<file path="src/hdl/tbr_consts.svh">
`ifndef TBR_CONSTS_SVH
`define TBR_CONSTS_SVH
// Register index (printed) and byte address = 4 * index
`define TBR_IDX_TBCS        5'h1A
`define TBR_IDX_DTX         5'h1B
`define TBR_ADDR_TBCS       8'h68
`define TBR_ADDR_DTX        8'h6C
`define TBR_ADDR_IRQ_STAT   8'h80
`define TBR_ADDR_IRQ_CLR    8'h84
`define TBR_ADDR_IRQ_EN     8'h88
`define TBR_ADDR_SYS        8'h8C
// Control register fields
`define TBR_BIT_LINK_PULSE_OFF 7
`define TBR_BIT_FORCE_LINK     6
`define TBR_BIT_POLARITY       4
`define TBR_BIT_SQE_TEST_OFF   1
`define TBR_BIT_BABBLE_OFF     0
`define TBR_TBCS_RW_MASK       16'hFFEF
`define TBR_TBCS_RESET         16'h0804
// Extension register fields
`define TBR_DTX_RW_MASK        16'h00FF
`define TBR_DTX_RESET          16'h0000
`define TBR_BIT_NONSTOP        5
`define TBR_BIT_PATTERN_ON     4
// Interrupt status bits
`define TBR_IRQ_POL            0
`define TBR_IRQ_FAULT          1
`define TBR_IRQ_SAT            2
`define TBR_IRQ_W              3
`endif

</file>
<file path="src/hdl/tbr_pkg.sv">
`default_nettype none
package tbr_pkg;
    typedef enum logic [1:0] {
        TBR_PAT_EOP0 = 2'h0,
        TBR_PAT_EOP1 = 2'h1,
        TBR_PAT_NLP  = 2'h2,
        TBR_PAT_MAN1 = 2'h3
    } tbr_pattern_t;
    typedef struct packed {
        logic         link_pulse_off;
        logic         force_link_good;
        logic         sqe_test_on;
        logic         babble_guard_on;
        logic         selftest_nonstop;
        logic         driver_pattern_on;
        tbr_pattern_t driver_pattern_choice;
    } tbr_ctl_t;
endpackage
`default_nettype wire

</file>
<file path="src/hdl/tbr_regs.sv">
// ==========================================================
// Summary of operation
// - Link pulse off bit stops link pulses
// - Cleared bit keeps link pulses running
// - Bit 6 forces 10 Mb link good
// - Bit 4 reports latched inverted polarity
// - Control read clears both polarity copies
// - Bit 1 disables heartbeat in 10 half
// - Heartbeat off at 100 Mb or full
// - Bit 0 disables jabber, 10BASE-T only
// - Bits 15:8 count errored self-test nibbles
// - Tally clears when self-test restarts
// - Tally saturates at maximum count
// - Bit 5 makes self-test transmit continuously
// - Nonstop acts only with self-test enabled
// - Bit 4 enables driver test pattern
// - Selector picks EOP0, EOP1, pulses, Manchester
//
// The implementer's own choice: the AXI4-Lite interface to the registers.
`timescale 1ns/1ps
`default_nettype none
`include "tbr_consts.svh"
module tbr_regs #(
    parameter int TALLY_W = 8
) (
    // Clock and reset
    input  wire logic              REF_CLK,
    input  wire logic              RSTN,
    // AXI4-Lite write address / data / response
    input  wire logic [7:0]        S_AXI_AWADDR,
    input  wire logic              S_AXI_AWVALID,
    output logic                   S_AXI_AWREADY,
    input  wire logic [31:0]       S_AXI_WDATA,
    input  wire logic [3:0]        S_AXI_WSTRB,
    input  wire logic              S_AXI_WVALID,
    output logic                   S_AXI_WREADY,
    output logic [1:0]             S_AXI_BRESP,
    output logic                   S_AXI_BVALID,
    input  wire logic              S_AXI_BREADY,
    // AXI4-Lite read
    input  wire logic [7:0]        S_AXI_ARADDR,
    input  wire logic              S_AXI_ARVALID,
    output logic                   S_AXI_ARREADY,
    output logic [31:0]            S_AXI_RDATA,
    output logic [1:0]             S_AXI_RRESP,
    output logic                   S_AXI_RVALID,
    input  wire logic              S_AXI_RREADY,
    // PHY status inputs (asynchronous)
    input  wire logic              POL_INVERTED,
    input  wire logic              SPEED_100,
    input  wire logic              FULL_DUPLEX,
    input  wire logic              SELFTEST_RUN,
    input  wire logic              SELFTEST_NIBBLE_ERR,
    // Controls to the 10BASE-T datapath
    output logic                   LINK_PULSE_EN,
    output logic                   FORCE_LINK_GOOD,
    output logic                   SQE_TEST_EN,
    output logic                   BABBLE_GUARD_EN,
    output logic                   SELFTEST_NONSTOP_EN,
    output logic                   DRIVER_PATTERN_EN,
    output logic [1:0]             DRIVER_PATTERN_SEL,
    output logic                   POL_SUMMARY,
    // Interrupt
    output logic                   IRQ
);
    // ==========================================================
    // Input synchronisers
    logic [4:0] sync1_r;
    logic [4:0] sync2_r;
    always_ff @(posedge REF_CLK or negedge RSTN) begin
        if (!RSTN) begin
            sync1_r <= 5'h00;
            sync2_r <= 5'h00;
        end else begin
            sync1_r <= {POL_INVERTED, SPEED_100, FULL_DUPLEX, SELFTEST_RUN, SELFTEST_NIBBLE_ERR};
            sync2_r <= sync1_r;
        end
    end
    logic pol_s, spd_s, fdx_s, run_s, err_s;
    assign {pol_s, spd_s, fdx_s, run_s, err_s} = sync2_r;
    logic run_d_r;
    always_ff @(posedge REF_CLK or negedge RSTN) begin
        if (!RSTN) begin
            run_d_r <= 1'b0;
        end else begin
            run_d_r <= run_s;
        end
    end
    logic run_start;
    assign run_start = run_s && !run_d_r;

    // ==========================================================
    // AXI4-Lite write channel
    logic        aw_held_r, w_held_r, wr_go, wr_hit;
    logic [7:0]  awaddr_r;
    logic [31:0] wdata_r;
    logic [3:0]  wstrb_r;
    assign S_AXI_AWREADY = !aw_held_r && !S_AXI_BVALID;
    assign S_AXI_WREADY  = !w_held_r && !S_AXI_BVALID;
    assign wr_go         = aw_held_r && w_held_r && !S_AXI_BVALID;
    assign S_AXI_RRESP   = 2'h0;
    always_ff @(posedge REF_CLK or negedge RSTN) begin
        if (!RSTN) begin
            aw_held_r    <= 1'b0;
            w_held_r     <= 1'b0;
            awaddr_r     <= 8'h00;
            wdata_r      <= 32'h00000000;
            wstrb_r      <= 4'h0;
            S_AXI_BVALID <= 1'b0;
            S_AXI_BRESP  <= 2'h0;
        end else begin
            if (S_AXI_AWVALID && S_AXI_AWREADY) begin
                aw_held_r <= 1'b1;
                awaddr_r  <= S_AXI_AWADDR;
            end
            if (S_AXI_WVALID && S_AXI_WREADY) begin
                w_held_r <= 1'b1;
                wdata_r  <= S_AXI_WDATA;
                wstrb_r  <= S_AXI_WSTRB;
            end
            if (wr_go) begin
                aw_held_r    <= 1'b0;
                w_held_r     <= 1'b0;
                S_AXI_BVALID <= 1'b1;
                S_AXI_BRESP  <= wr_hit ? 2'h0 : 2'h2;
            end else if (S_AXI_BREADY) begin
                S_AXI_BVALID <= 1'b0;
            end
        end
    end
    // Full address match, so the response agrees with whether the write lands
    assign wr_hit = awaddr_r == `TBR_ADDR_TBCS || awaddr_r == `TBR_ADDR_DTX
                 || awaddr_r == `TBR_ADDR_IRQ_CLR || awaddr_r == `TBR_ADDR_IRQ_EN;
    logic [15:0] wmask;
    assign wmask = {{8{wstrb_r[1]}}, {8{wstrb_r[0]}}};
    logic wr_tbcs, wr_dtx, wr_clr, wr_en;
    assign wr_tbcs = wr_go && awaddr_r == `TBR_ADDR_TBCS;
    assign wr_dtx  = wr_go && awaddr_r == `TBR_ADDR_DTX;
    assign wr_clr  = wr_go && awaddr_r == `TBR_ADDR_IRQ_CLR;
    assign wr_en   = wr_go && awaddr_r == `TBR_ADDR_IRQ_EN;

    // ==========================================================
    // Control registers; reserved bits are stored as written
    logic [15:0] tbcs_r;
    logic [15:0] dtx_r;
    always_ff @(posedge REF_CLK or negedge RSTN) begin
        if (!RSTN) begin
            tbcs_r <= `TBR_TBCS_RESET;
            dtx_r  <= `TBR_DTX_RESET;
        end else begin
            if (wr_tbcs) begin
                tbcs_r <= (tbcs_r & ~wmask) | (wdata_r[15:0] & wmask & `TBR_TBCS_RW_MASK);
            end
            if (wr_dtx) begin
                dtx_r <= (dtx_r & ~wmask) | (wdata_r[15:0] & wmask & `TBR_DTX_RW_MASK);
            end
        end
    end

    // ==========================================================
    // AXI4-Lite read channel
    logic rd_tbcs;
    assign S_AXI_ARREADY = !S_AXI_RVALID;
    assign rd_tbcs = S_AXI_ARVALID && S_AXI_ARREADY && S_AXI_ARADDR == `TBR_ADDR_TBCS;
    logic [TALLY_W-1:0] tally_r;
    logic               pol_r, pol_sum_r;
    logic [`TBR_IRQ_W-1:0] irq_stat_r;
    logic [`TBR_IRQ_W-1:0] irq_en_r;
    logic [15:0] tbcs_view;
    assign tbcs_view = {tbcs_r[15:5], pol_r, tbcs_r[3:0]};
    always_ff @(posedge REF_CLK or negedge RSTN) begin
        if (!RSTN) begin
            S_AXI_RVALID <= 1'b0;
            S_AXI_RDATA  <= 32'h00000000;
        end else begin
            if (S_AXI_ARVALID && S_AXI_ARREADY) begin
                S_AXI_RVALID <= 1'b1;
                unique case (S_AXI_ARADDR)
                    `TBR_ADDR_TBCS:     S_AXI_RDATA <= {16'h0000, tbcs_view};
                    `TBR_ADDR_DTX:      S_AXI_RDATA <= {16'h0000, tally_r, dtx_r[7:0]};
                    `TBR_ADDR_IRQ_STAT: S_AXI_RDATA <= {29'h0, irq_stat_r};
                    `TBR_ADDR_IRQ_EN:   S_AXI_RDATA <= {29'h0, irq_en_r};
                    `TBR_ADDR_SYS:      S_AXI_RDATA <= {31'h0, pol_sum_r};
                    default:            S_AXI_RDATA <= 32'h00000000;
                endcase
            end else if (S_AXI_RREADY) begin
                S_AXI_RVALID <= 1'b0;
            end
        end
    end

    // ==========================================================
    // Latched polarity copies; detection wins over the clearing read
    always_ff @(posedge REF_CLK or negedge RSTN) begin
        if (!RSTN) begin
            pol_r     <= 1'b0;
            pol_sum_r <= 1'b0;
        end else begin
            if (pol_s) begin
                pol_r     <= 1'b1;
                pol_sum_r <= 1'b1;
            end else if (rd_tbcs) begin
                pol_r     <= 1'b0;
                pol_sum_r <= 1'b0;
            end
        end
    end

    // ==========================================================
    // Self-test error tally
    logic tally_max;
    assign tally_max = &tally_r;
    always_ff @(posedge REF_CLK or negedge RSTN) begin
        if (!RSTN) begin
            tally_r <= '0;
        end else if (run_start) begin
            tally_r <= '0;
        end else if (run_s && err_s && !tally_max) begin
            tally_r <= tally_r + 1'b1;
        end
    end

    // ==========================================================
    // Interrupts: polarity, nibble fault, tally saturated
    logic [`TBR_IRQ_W-1:0] ev;
    assign ev = {run_s && err_s && tally_r == {{(TALLY_W-1){1'b1}}, 1'b0}, run_s && err_s, pol_s && !pol_r};
    always_ff @(posedge REF_CLK or negedge RSTN) begin
        if (!RSTN) begin
            irq_stat_r <= '0;
            irq_en_r   <= '0;
            IRQ        <= 1'b0;
        end else begin
            irq_stat_r <= (irq_stat_r & ~(wr_clr ? wdata_r[`TBR_IRQ_W-1:0] : '0)) | ev;
            if (wr_en) begin
                irq_en_r <= wdata_r[`TBR_IRQ_W-1:0];
            end
            IRQ <= |(irq_stat_r & irq_en_r);
        end
    end

    // ==========================================================
    // Controls to the datapath
    tbr_pkg::tbr_ctl_t ctl;
    always_comb begin
        ctl.link_pulse_off        = tbcs_r[`TBR_BIT_LINK_PULSE_OFF];
        ctl.force_link_good       = tbcs_r[`TBR_BIT_FORCE_LINK];
        ctl.sqe_test_on           = !tbcs_r[`TBR_BIT_SQE_TEST_OFF] && !spd_s && !fdx_s;
        ctl.babble_guard_on       = !tbcs_r[`TBR_BIT_BABBLE_OFF] && !spd_s;
        ctl.selftest_nonstop      = dtx_r[`TBR_BIT_NONSTOP] && run_s;
        ctl.driver_pattern_on     = dtx_r[`TBR_BIT_PATTERN_ON];
        ctl.driver_pattern_choice = tbr_pkg::tbr_pattern_t'(dtx_r[1:0]);
    end
    always_ff @(posedge REF_CLK or negedge RSTN) begin
        if (!RSTN) begin
            LINK_PULSE_EN       <= 1'b1;
            FORCE_LINK_GOOD     <= 1'b0;
            SQE_TEST_EN         <= 1'b0;
            BABBLE_GUARD_EN     <= 1'b0;
            SELFTEST_NONSTOP_EN <= 1'b0;
            DRIVER_PATTERN_EN   <= 1'b0;
            DRIVER_PATTERN_SEL  <= 2'h0;
            POL_SUMMARY         <= 1'b0;
        end else begin
            LINK_PULSE_EN       <= !ctl.link_pulse_off;
            FORCE_LINK_GOOD     <= ctl.force_link_good;
            SQE_TEST_EN         <= ctl.sqe_test_on;
            BABBLE_GUARD_EN     <= ctl.babble_guard_on;
            SELFTEST_NONSTOP_EN <= ctl.selftest_nonstop;
            DRIVER_PATTERN_EN   <= ctl.driver_pattern_on;
            DRIVER_PATTERN_SEL  <= ctl.driver_pattern_choice;
            POL_SUMMARY         <= pol_sum_r;
        end
    end
endmodule
`default_nettype wire

</file>
<file path="config.mk">
export PLATFORM = sky130hd
export DESIGN_NAME = tbr_regs
export DESIGN_NICKNAME = d
export VERILOG_FILES = /design/src/hdl/tbr_pkg.sv /design/src/hdl/tbr_regs.sv
export VERILOG_INCLUDE_DIRS = /design/src /design/src/hdl
export SDC_FILE = /design/constraint.sdc
export NUM_CORES = 1
export LEC_CHECK = 0
export ABC_AREA = 1
export BUFFER_PORTS_ARGS = -buffer_cell sky130_fd_sc_hd__buf_2
export CAP_MARGIN = 20
export CELL_PAD_IN_SITES_DETAIL_PLACEMENT = 1
export CELL_PAD_IN_SITES_GLOBAL_PLACEMENT = 1
export CORE_ASPECT_RATIO = 1.4
export CORE_MARGIN = 3
export CORE_UTILIZATION = 36
export DETAILED_ROUTE_END_ITERATION = 10
export PLACE_DENSITY_LB_ADDON = 0.15
export SLEW_MARGIN = 5
export SYNTH_ARGS = -nofsm -noshare
export SYNTH_HDL_FRONTEND = slang
export SYNTH_SLANG_ARGS = --single-unit
export TNS_END_PERCENT = 50
</file>
<file path="constraint.sdc">
create_clock -name REF_CLK -period 1.3 [get_ports REF_CLK]
set_input_delay 0.13 -clock REF_CLK [delete_from_list [all_inputs] [get_ports REF_CLK]]
set_output_delay 0.13 -clock REF_CLK [all_outputs]
set_load 0.01 [all_outputs]
</file>
==> run summary, run 1 <==
Final TNS setup - -0.000248 ns
Max stage delay on crit path - 0.38 ns
Max_cap viols - 0
Die Ht - 140 um
CTS tree - yes
Fin. Hold Viols - 0
First-pass GRT wire length - 18.9 mm
Worst hold slack - 0.0201 ns
Fillers - 1,438
Power, Total - 9.15 mW
Worst Path Class, Setup - flip-flop to output pin
GRT Resource Usage Total - 0.170
Post-Place Setup Slack - -0.125 ns
Post-DP HPWL - 8.33 mm
Layout overhead on the synthesized area - 30.0%
Unique cell type count in the Yosys netlist - 37
Die width - 101 um
CP max FO - 4
Slowest CP cell - dfrtp_1
Initial DRC count - 48
Largest cells by area after synthesis - dfrtp_1 56%, nand2_1 8.6%, nand3_1 5.1%, o21ai_2 4.4%, inv_1 3.7%
Layout cell share with drive strength beyond 1 - 0.370
Slew margin rel. - 0.661
Inserted Diodes - 0
Outcome - complete, but fails checks
PwrDens - 1530 mW/mm^2
Clock tree sinks - 106
IO buf count - 77
Max-slew violation count - 0
CTS Buffer Depth - 2
First element of the critical path - S_AXI_BVALID$_DFFE_PN0P_
Overflow left after global routing - 0
Starting Density - 0.369
Vias per cell - 4.68
Hold Path Origin - S_AXI_AWADDR[7]
Worst Path Buf+Inv - 2
Root Driver - clkbuf_16
CTS buffer count - 9
EDFF count, synth - 0
Worst VDD drop - 0.812 mV
Worst R2R End - irq_stat_r[2]$_DFF_PN0_
PnR worst setup slack - -0.000248 ns
P_leak - 3.04 nW
Final WL - 11.3 mm
CP Cell Sequence - buf_4 > nor2_1 > buf_2
Vias in the first global route - 3,787
Final Setup Violations - 1
Worst r2r path cells - 7
Die Footprint - 0.0142 mm^2
Worst Hold Class - input pin to flip-flop
Max frequency - 769 MHz
Syn avg cell area - 9.61 um^2
DR pass1 iterations - 4
Setup Skew - 0.00698 ns
Routed Antenna Nets - 0
Top cell type by total area after synthesis - dfrtp_1
Share of the synthesized area in the top cell type - 0.561
Num ports - 115
R2R Path Start - awaddr_r[5]$_DFFE_PN0P_
Number of synthesized register bits - 106
Req. time, crit path - 1.17 ns
Drt wl/cell - 14.9 um
Flop2flop setup slack - -0.0002 ns
Layout net count - 667
RSZ-0062 raised after global routing - yes
Placer Congestion - 0.838
Syn. warnings - 0
DR vias - 3,538
Initial antenna violation count - 0
Largest net degree at the start of global routing - 32
CTS H-tree depth - 3
Core area - 0.0124 mm^2
Worst hold stages - 2
Least-Margin Pin Slew - 0.507 ns
Clk slew on worst S/H paths - 0.07 ns
Worst-Skew Late Latency - 0.34 ns
Mapped Area - 0.00459 mm^2
Primary FF master, synth - dfrtp_1
Asr flop ratio synth - 1.00
Cell family with most CP delay - flip-flops
Sequential fraction of the synthesis area - 0.578
Failing checks - negative setup slack
Worst path arrival time - 1.17 ns
DRC viols - 0
Minimum clock period - 1.30 ns
Gate Count Post-Synth - 478
Worst setup EP type - output pin
Num rows - 48
Hold worst-path end - awaddr_r[7]$_DFFE_PN0P_
Period utilisation layout - 1.00
Startpoint types - flip-flop
## kinds of logic after synthesis
| kind of cell | count (synthesis) | synth area share |
|---|---|---|
| multiplexers | 5 | 0.0123 |
| adder cells (fa/ha/maj) | 2 | 0.00545 |
| other | 1 | 0.000816 |
| AO/OA/AOI/OAI | 63 | 0.0918 |
| AND/OR/NAND/NOR | 220 | 0.218 |
| XOR/XNOR | 3 | 0.00572 |
| flip-flops | 106 | 0.578 |
| buffers and inverters | 78 | 0.0874 |
## metrics by stage
step                      cell area (um^2)  utilization  cells
final                                 5970        0.480    756
after global routing                  5970        0.480    756
after CTS                             5800        0.467    754
after detailed placement              5340        0.429    729
after global placement                5340        0.429    729
after floorplan                       4660            -    496
## placed cells by master (no fill, tap or decap), types with 3 or more instances in the layout
master / instances
dfrtp_1: 101
nand2_1: 89
buf_2: 76
nand3_1: 42
inv_1: 40
nor2_1: 35
buf_4: 32
o21ai_2: 23
a21oi_1: 21
conb_1: 19
nand2_2: 18
clkbuf_16: 9
nor2_4: 8
dlygate4sd3_1: 8
o21ai_0: 7
inv_2: 6
nand3_2: 6
mux2_2: 5
nand3_4: 4
nand2_4: 4
nor2_2: 4
o21ai_1: 4
buf_12: 4
dfstp_2: 3
o21a_1: 3
buf_6: 3
## how the worst max path moves through the flow
| stage | end | depth (start not counted) |
|---|---|---|
| floorplan | flip-flop | 7 |
| global placement | irq_stat_r[2]$_DFF_PN0_ | 8 |
| detailed placement | flip-flop | 7 |
| CTS | flip-flop | 6 |
| global route | flip-flop | 6 |
| finish | S_AXI_WREADY | 3 |
## power breakdown
part / switching, mW / total, mW / internal (mW)
clock network: 1.23 / 2.74 / 1.51
logic: 1.30 / 2.19 / 0.881
registers: 0.355 / 4.22 / 3.87
## cells in the mapped netlist, drive strengths merged, types with 2 or more instances
master  number
o21a         3
o21bai       2
nor3         4
nor2        47
inv         47
xor2         2
ha           2
a21oi       21
dfrtp      103
o211ai       2
and2         2
dfstp        3
buf         29
nand3       51
mux2         5
o21ai       34
nand2      112
nor3b        2
## metal layers
metal	vias to the layer above	track usage	routed length, um
li1	1739	-	-
met1	1719	0.220	4830
met2	68	0.281	5860
met3	12	0.0306	430
met4	0	0.0630	173
met5	-	0	0
## repair_timing
action	in CTS	in global routing
pin swaps	3	17
endpoints found under the hold margin	30	0
resized for setup	20	46
cloned	1	0
hold buffers	8	0
endpoints found under the setup margin	29	69
buffers inserted	0	2
## area by class of cell
| class | count | area [um^2] | share of cell area |
|---|---|---|---|
| inverters | 48 | 193 | 0.0323 |
| multi-input cells | 313 | 1810 | 0.304 |
| clock inverters | 7 | 76.3 | 0.0128 |
| clock buffers | 9 | 225 | 0.0377 |
| flip-flops and latches | 106 | 2660 | 0.445 |
| well taps | 150 | 188 | 0.0314 |
| repair buffers | 123 | 815 | 0.136 |
Note: power is estimated with default switching activity, not from simulation.
==> run 2, diff against run 1 <==
- CORE_UTILIZATION: 36 -> 40
- clock period: 1.3 -> 1.32 ns (I/O delays scaled with it)
==> run summary, run 2 (synthesized netlist as in run 1, its figures left out) <==
Clk pwr share - 0.306 (+0.006)
Post-Place Setup Slack - -0.173 ns (-0.0481 ns)
CP max FO - 8 (+4)
Sw power - 2.80 mW (-3.1%)
IO buf count - 77 (unchanged)
Sequential group share of total power - 0.461 (about the same)
Starting Density - 0.416 (+0.0467)
Minimum clock period - 1.33 ns
Inst Count DP - 715 (-1.9%)
Worst setup EP type - flip-flop
Root Driver - clkbuf_16
PnR worst setup slack - -0.00659 ns (-0.00635 ns)
Fin. Hold Viols - 0 (unchanged)
Worst path arrival time - 1.56 ns (+0.39 ns)
DR vias - 3,571 (+0.93%)
Comb pwr share - 0.233 (-0.006)
GRT Resource Usage Total - 0.192 (+0.0223)
Worst-Skew Late Latency - 0.34 ns (about the same)
CTS Buffer Depth - 2 (unchanged)
Num rows - 45 (-6.3%)
CTS buffer count - 9 (unchanged)
Clk slew on worst S/H paths - 0.07 ns (about the same)
Initial antenna violation count - 0 (unchanged)
Drt wl/cell - 15.0 um (+0.62%)
DRC viols - 0 (unchanged)
CTS tree - yes
Startpoint types - flip-flop
Layout cell share with drive strength beyond 1 - 0.376 (+0.00660)
Inserted Diodes - 0 (unchanged)
Final Setup Violations - 1 (unchanged)
Overflow left after global routing - 0 (unchanged)
Core area - 0.0110 mm^2 (-11%)
PwrDens - 1520 mW/mm^2 (-0.60%)
Final WL - 11.2 mm (-0.58%)
Die Ht - 133 um (-4.9%)
Worst Path Buf+Inv - 0 (-2)
P_leak - 3.05 nW (+0.17%)
Fin util - 0.539 (+0.0587)
Routed Antenna Nets - 0 (unchanged)
Max_cap viols - 0 (unchanged)
Max frequency - 754 MHz
Clock tree sinks - 106 (unchanged)
Switching share of power - 0.310 (-0.00677)
Req. time, crit path - 1.55 ns (+0.38 ns)
Slowest CP cell - dfrtp_1
DR pass1 iterations - 4 (unchanged)
Placer Congestion - 0.833 (-0.59%)
Highest-count cells in the layout ignoring fill and taps - 102 x dfrtp_1, 80 x nand2_1, 76 x buf_2
Outcome - complete, but fails checks
First-pass GRT wire length - 19.1 mm (+1.0%)
Worst Hold Class - input pin to flip-flop
Worst hold slack - 0.0151 ns (-0.00495 ns)
Internal power - 6.26 mW (about the same)
Post-DP HPWL - 8.08 mm (-3.0%)
CP Cell Sequence - nand2_2 > nor3_4 > and2_4 > nand3_4 > nand2_2 > o21ai_2
Layout net count - 667 (unchanged)
Largest net degree at the start of global routing - 28 (-13%)
Power, Total - 9.06 mW (-0.98%)
Final TNS setup - -0.00659 ns (-0.00635 ns)
Vias per cell - 4.78 (+2.1%)
Post-route cell area - 0.00595 mm^2 (-0.38%)
Failing checks - negative setup slack
Worst Path Class, Setup - flip-flop to flip-flop
Most common cell after layout, fill and taps aside - dfrtp_1
Initial DRC count - 93 (+94%)
Layout overhead on the synthesized area - 29.5%
Vias in the first global route - 3,874 (+2.3%)
CTS H-tree depth - 3 (unchanged)
Die width - 96.6 um (-4.8%)
Cell family with most CP delay - simple AND/OR/NAND/NOR gates
Num ports - 115 (unchanged)
Max stage delay on crit path - 0.36 ns (-0.02 ns)
Most frequent CP cell - nand2_2
RSZ-0062 raised after global routing - yes
DP Area - 0.00530 mm^2 (-0.68%)
Max-slew violation count - 0 (unchanged)
Setup Skew - 0.00525 ns (-0.00173 ns)
Fin cells - 747 (-1.2%)
Worst VDD drop - 0.967 mV (+19%)
Die Footprint - 0.0128 mm^2 (-9.5%)
Period utilisation layout - 1.00
[run 2: cell count changes in the layout (fill, tap and decap cells not counted), sizes merged]
cell / delta
clkbuf: +2
clkinvlp: +1
clkinv: -2
inv: -1
[run 2: cell type report]
class	count	area, um^2
sequential	106	2660
inverter	48	195
clock inverter	5	61.3
fill	1317	5090
clock buffer	11	253
timing repair buffer	123	816
tap	141	176
multi-input combinational	313	1790
[run 2: final timing paths]
check | from | end | slack [ns] | cells past startpoint
max | awaddr_r[6]$_DFFE_PN0P_ | flip-flop | -0.007 | 6
min | S_AXI_AWADDR[5] | awaddr_r[5]$_DFFE_PN0P_ | 0.02 | 2
max reg2reg | awaddr_r[6]$_DFFE_PN0P_ | flip-flop | -0.007 | 6
min reg2reg | sync1_r[0]$_DFF_PN0_ | sync2_r[0]$_DFF_PN0_ | 0.35 | 0
max in group asynchronous | RSTN | S_AXI_BVALID$_DFFE_PN0P_ | 0.51 | 3
min in group asynchronous | RSTN | pol_sum_r$_DFFE_PN0P_ | 0.25 | 2
[run 2: power groups by stage]
stage / registers (mW) / logic (mW) / clock network (mW)
final: 4.18 / 2.11 / 2.78
after global placement: 4.15 / 1.80 / 0
after CTS: 4.16 / 2.02 / 2.84
after global routing: 4.26 / 2.38 / 3.03
after floorplan: 4.14 / 1.15 / 0
after detailed placement: 4.18 / 1.88 / 0
[run 2: per-layer routing]
metal	track usage	up-vias	share of wire
li1	-	1743	-
met1	0.249	1750	0.42
met2	0.321	68	0.53
met3	0.0410	10	0.042
met4	0.0530	0	0.0098
met5	0	-	0
[run 2: repair_timing]
item | in CTS | in global routing
endpoints found under the hold margin | 26 | 0
pin swaps | 4 | 13
buffers inserted | 1 | 6
gates cloned | 1 | 0
hold buffers | 8 | 0
endpoints found under the setup margin | 33 | 50
resized for setup | 25 | 39
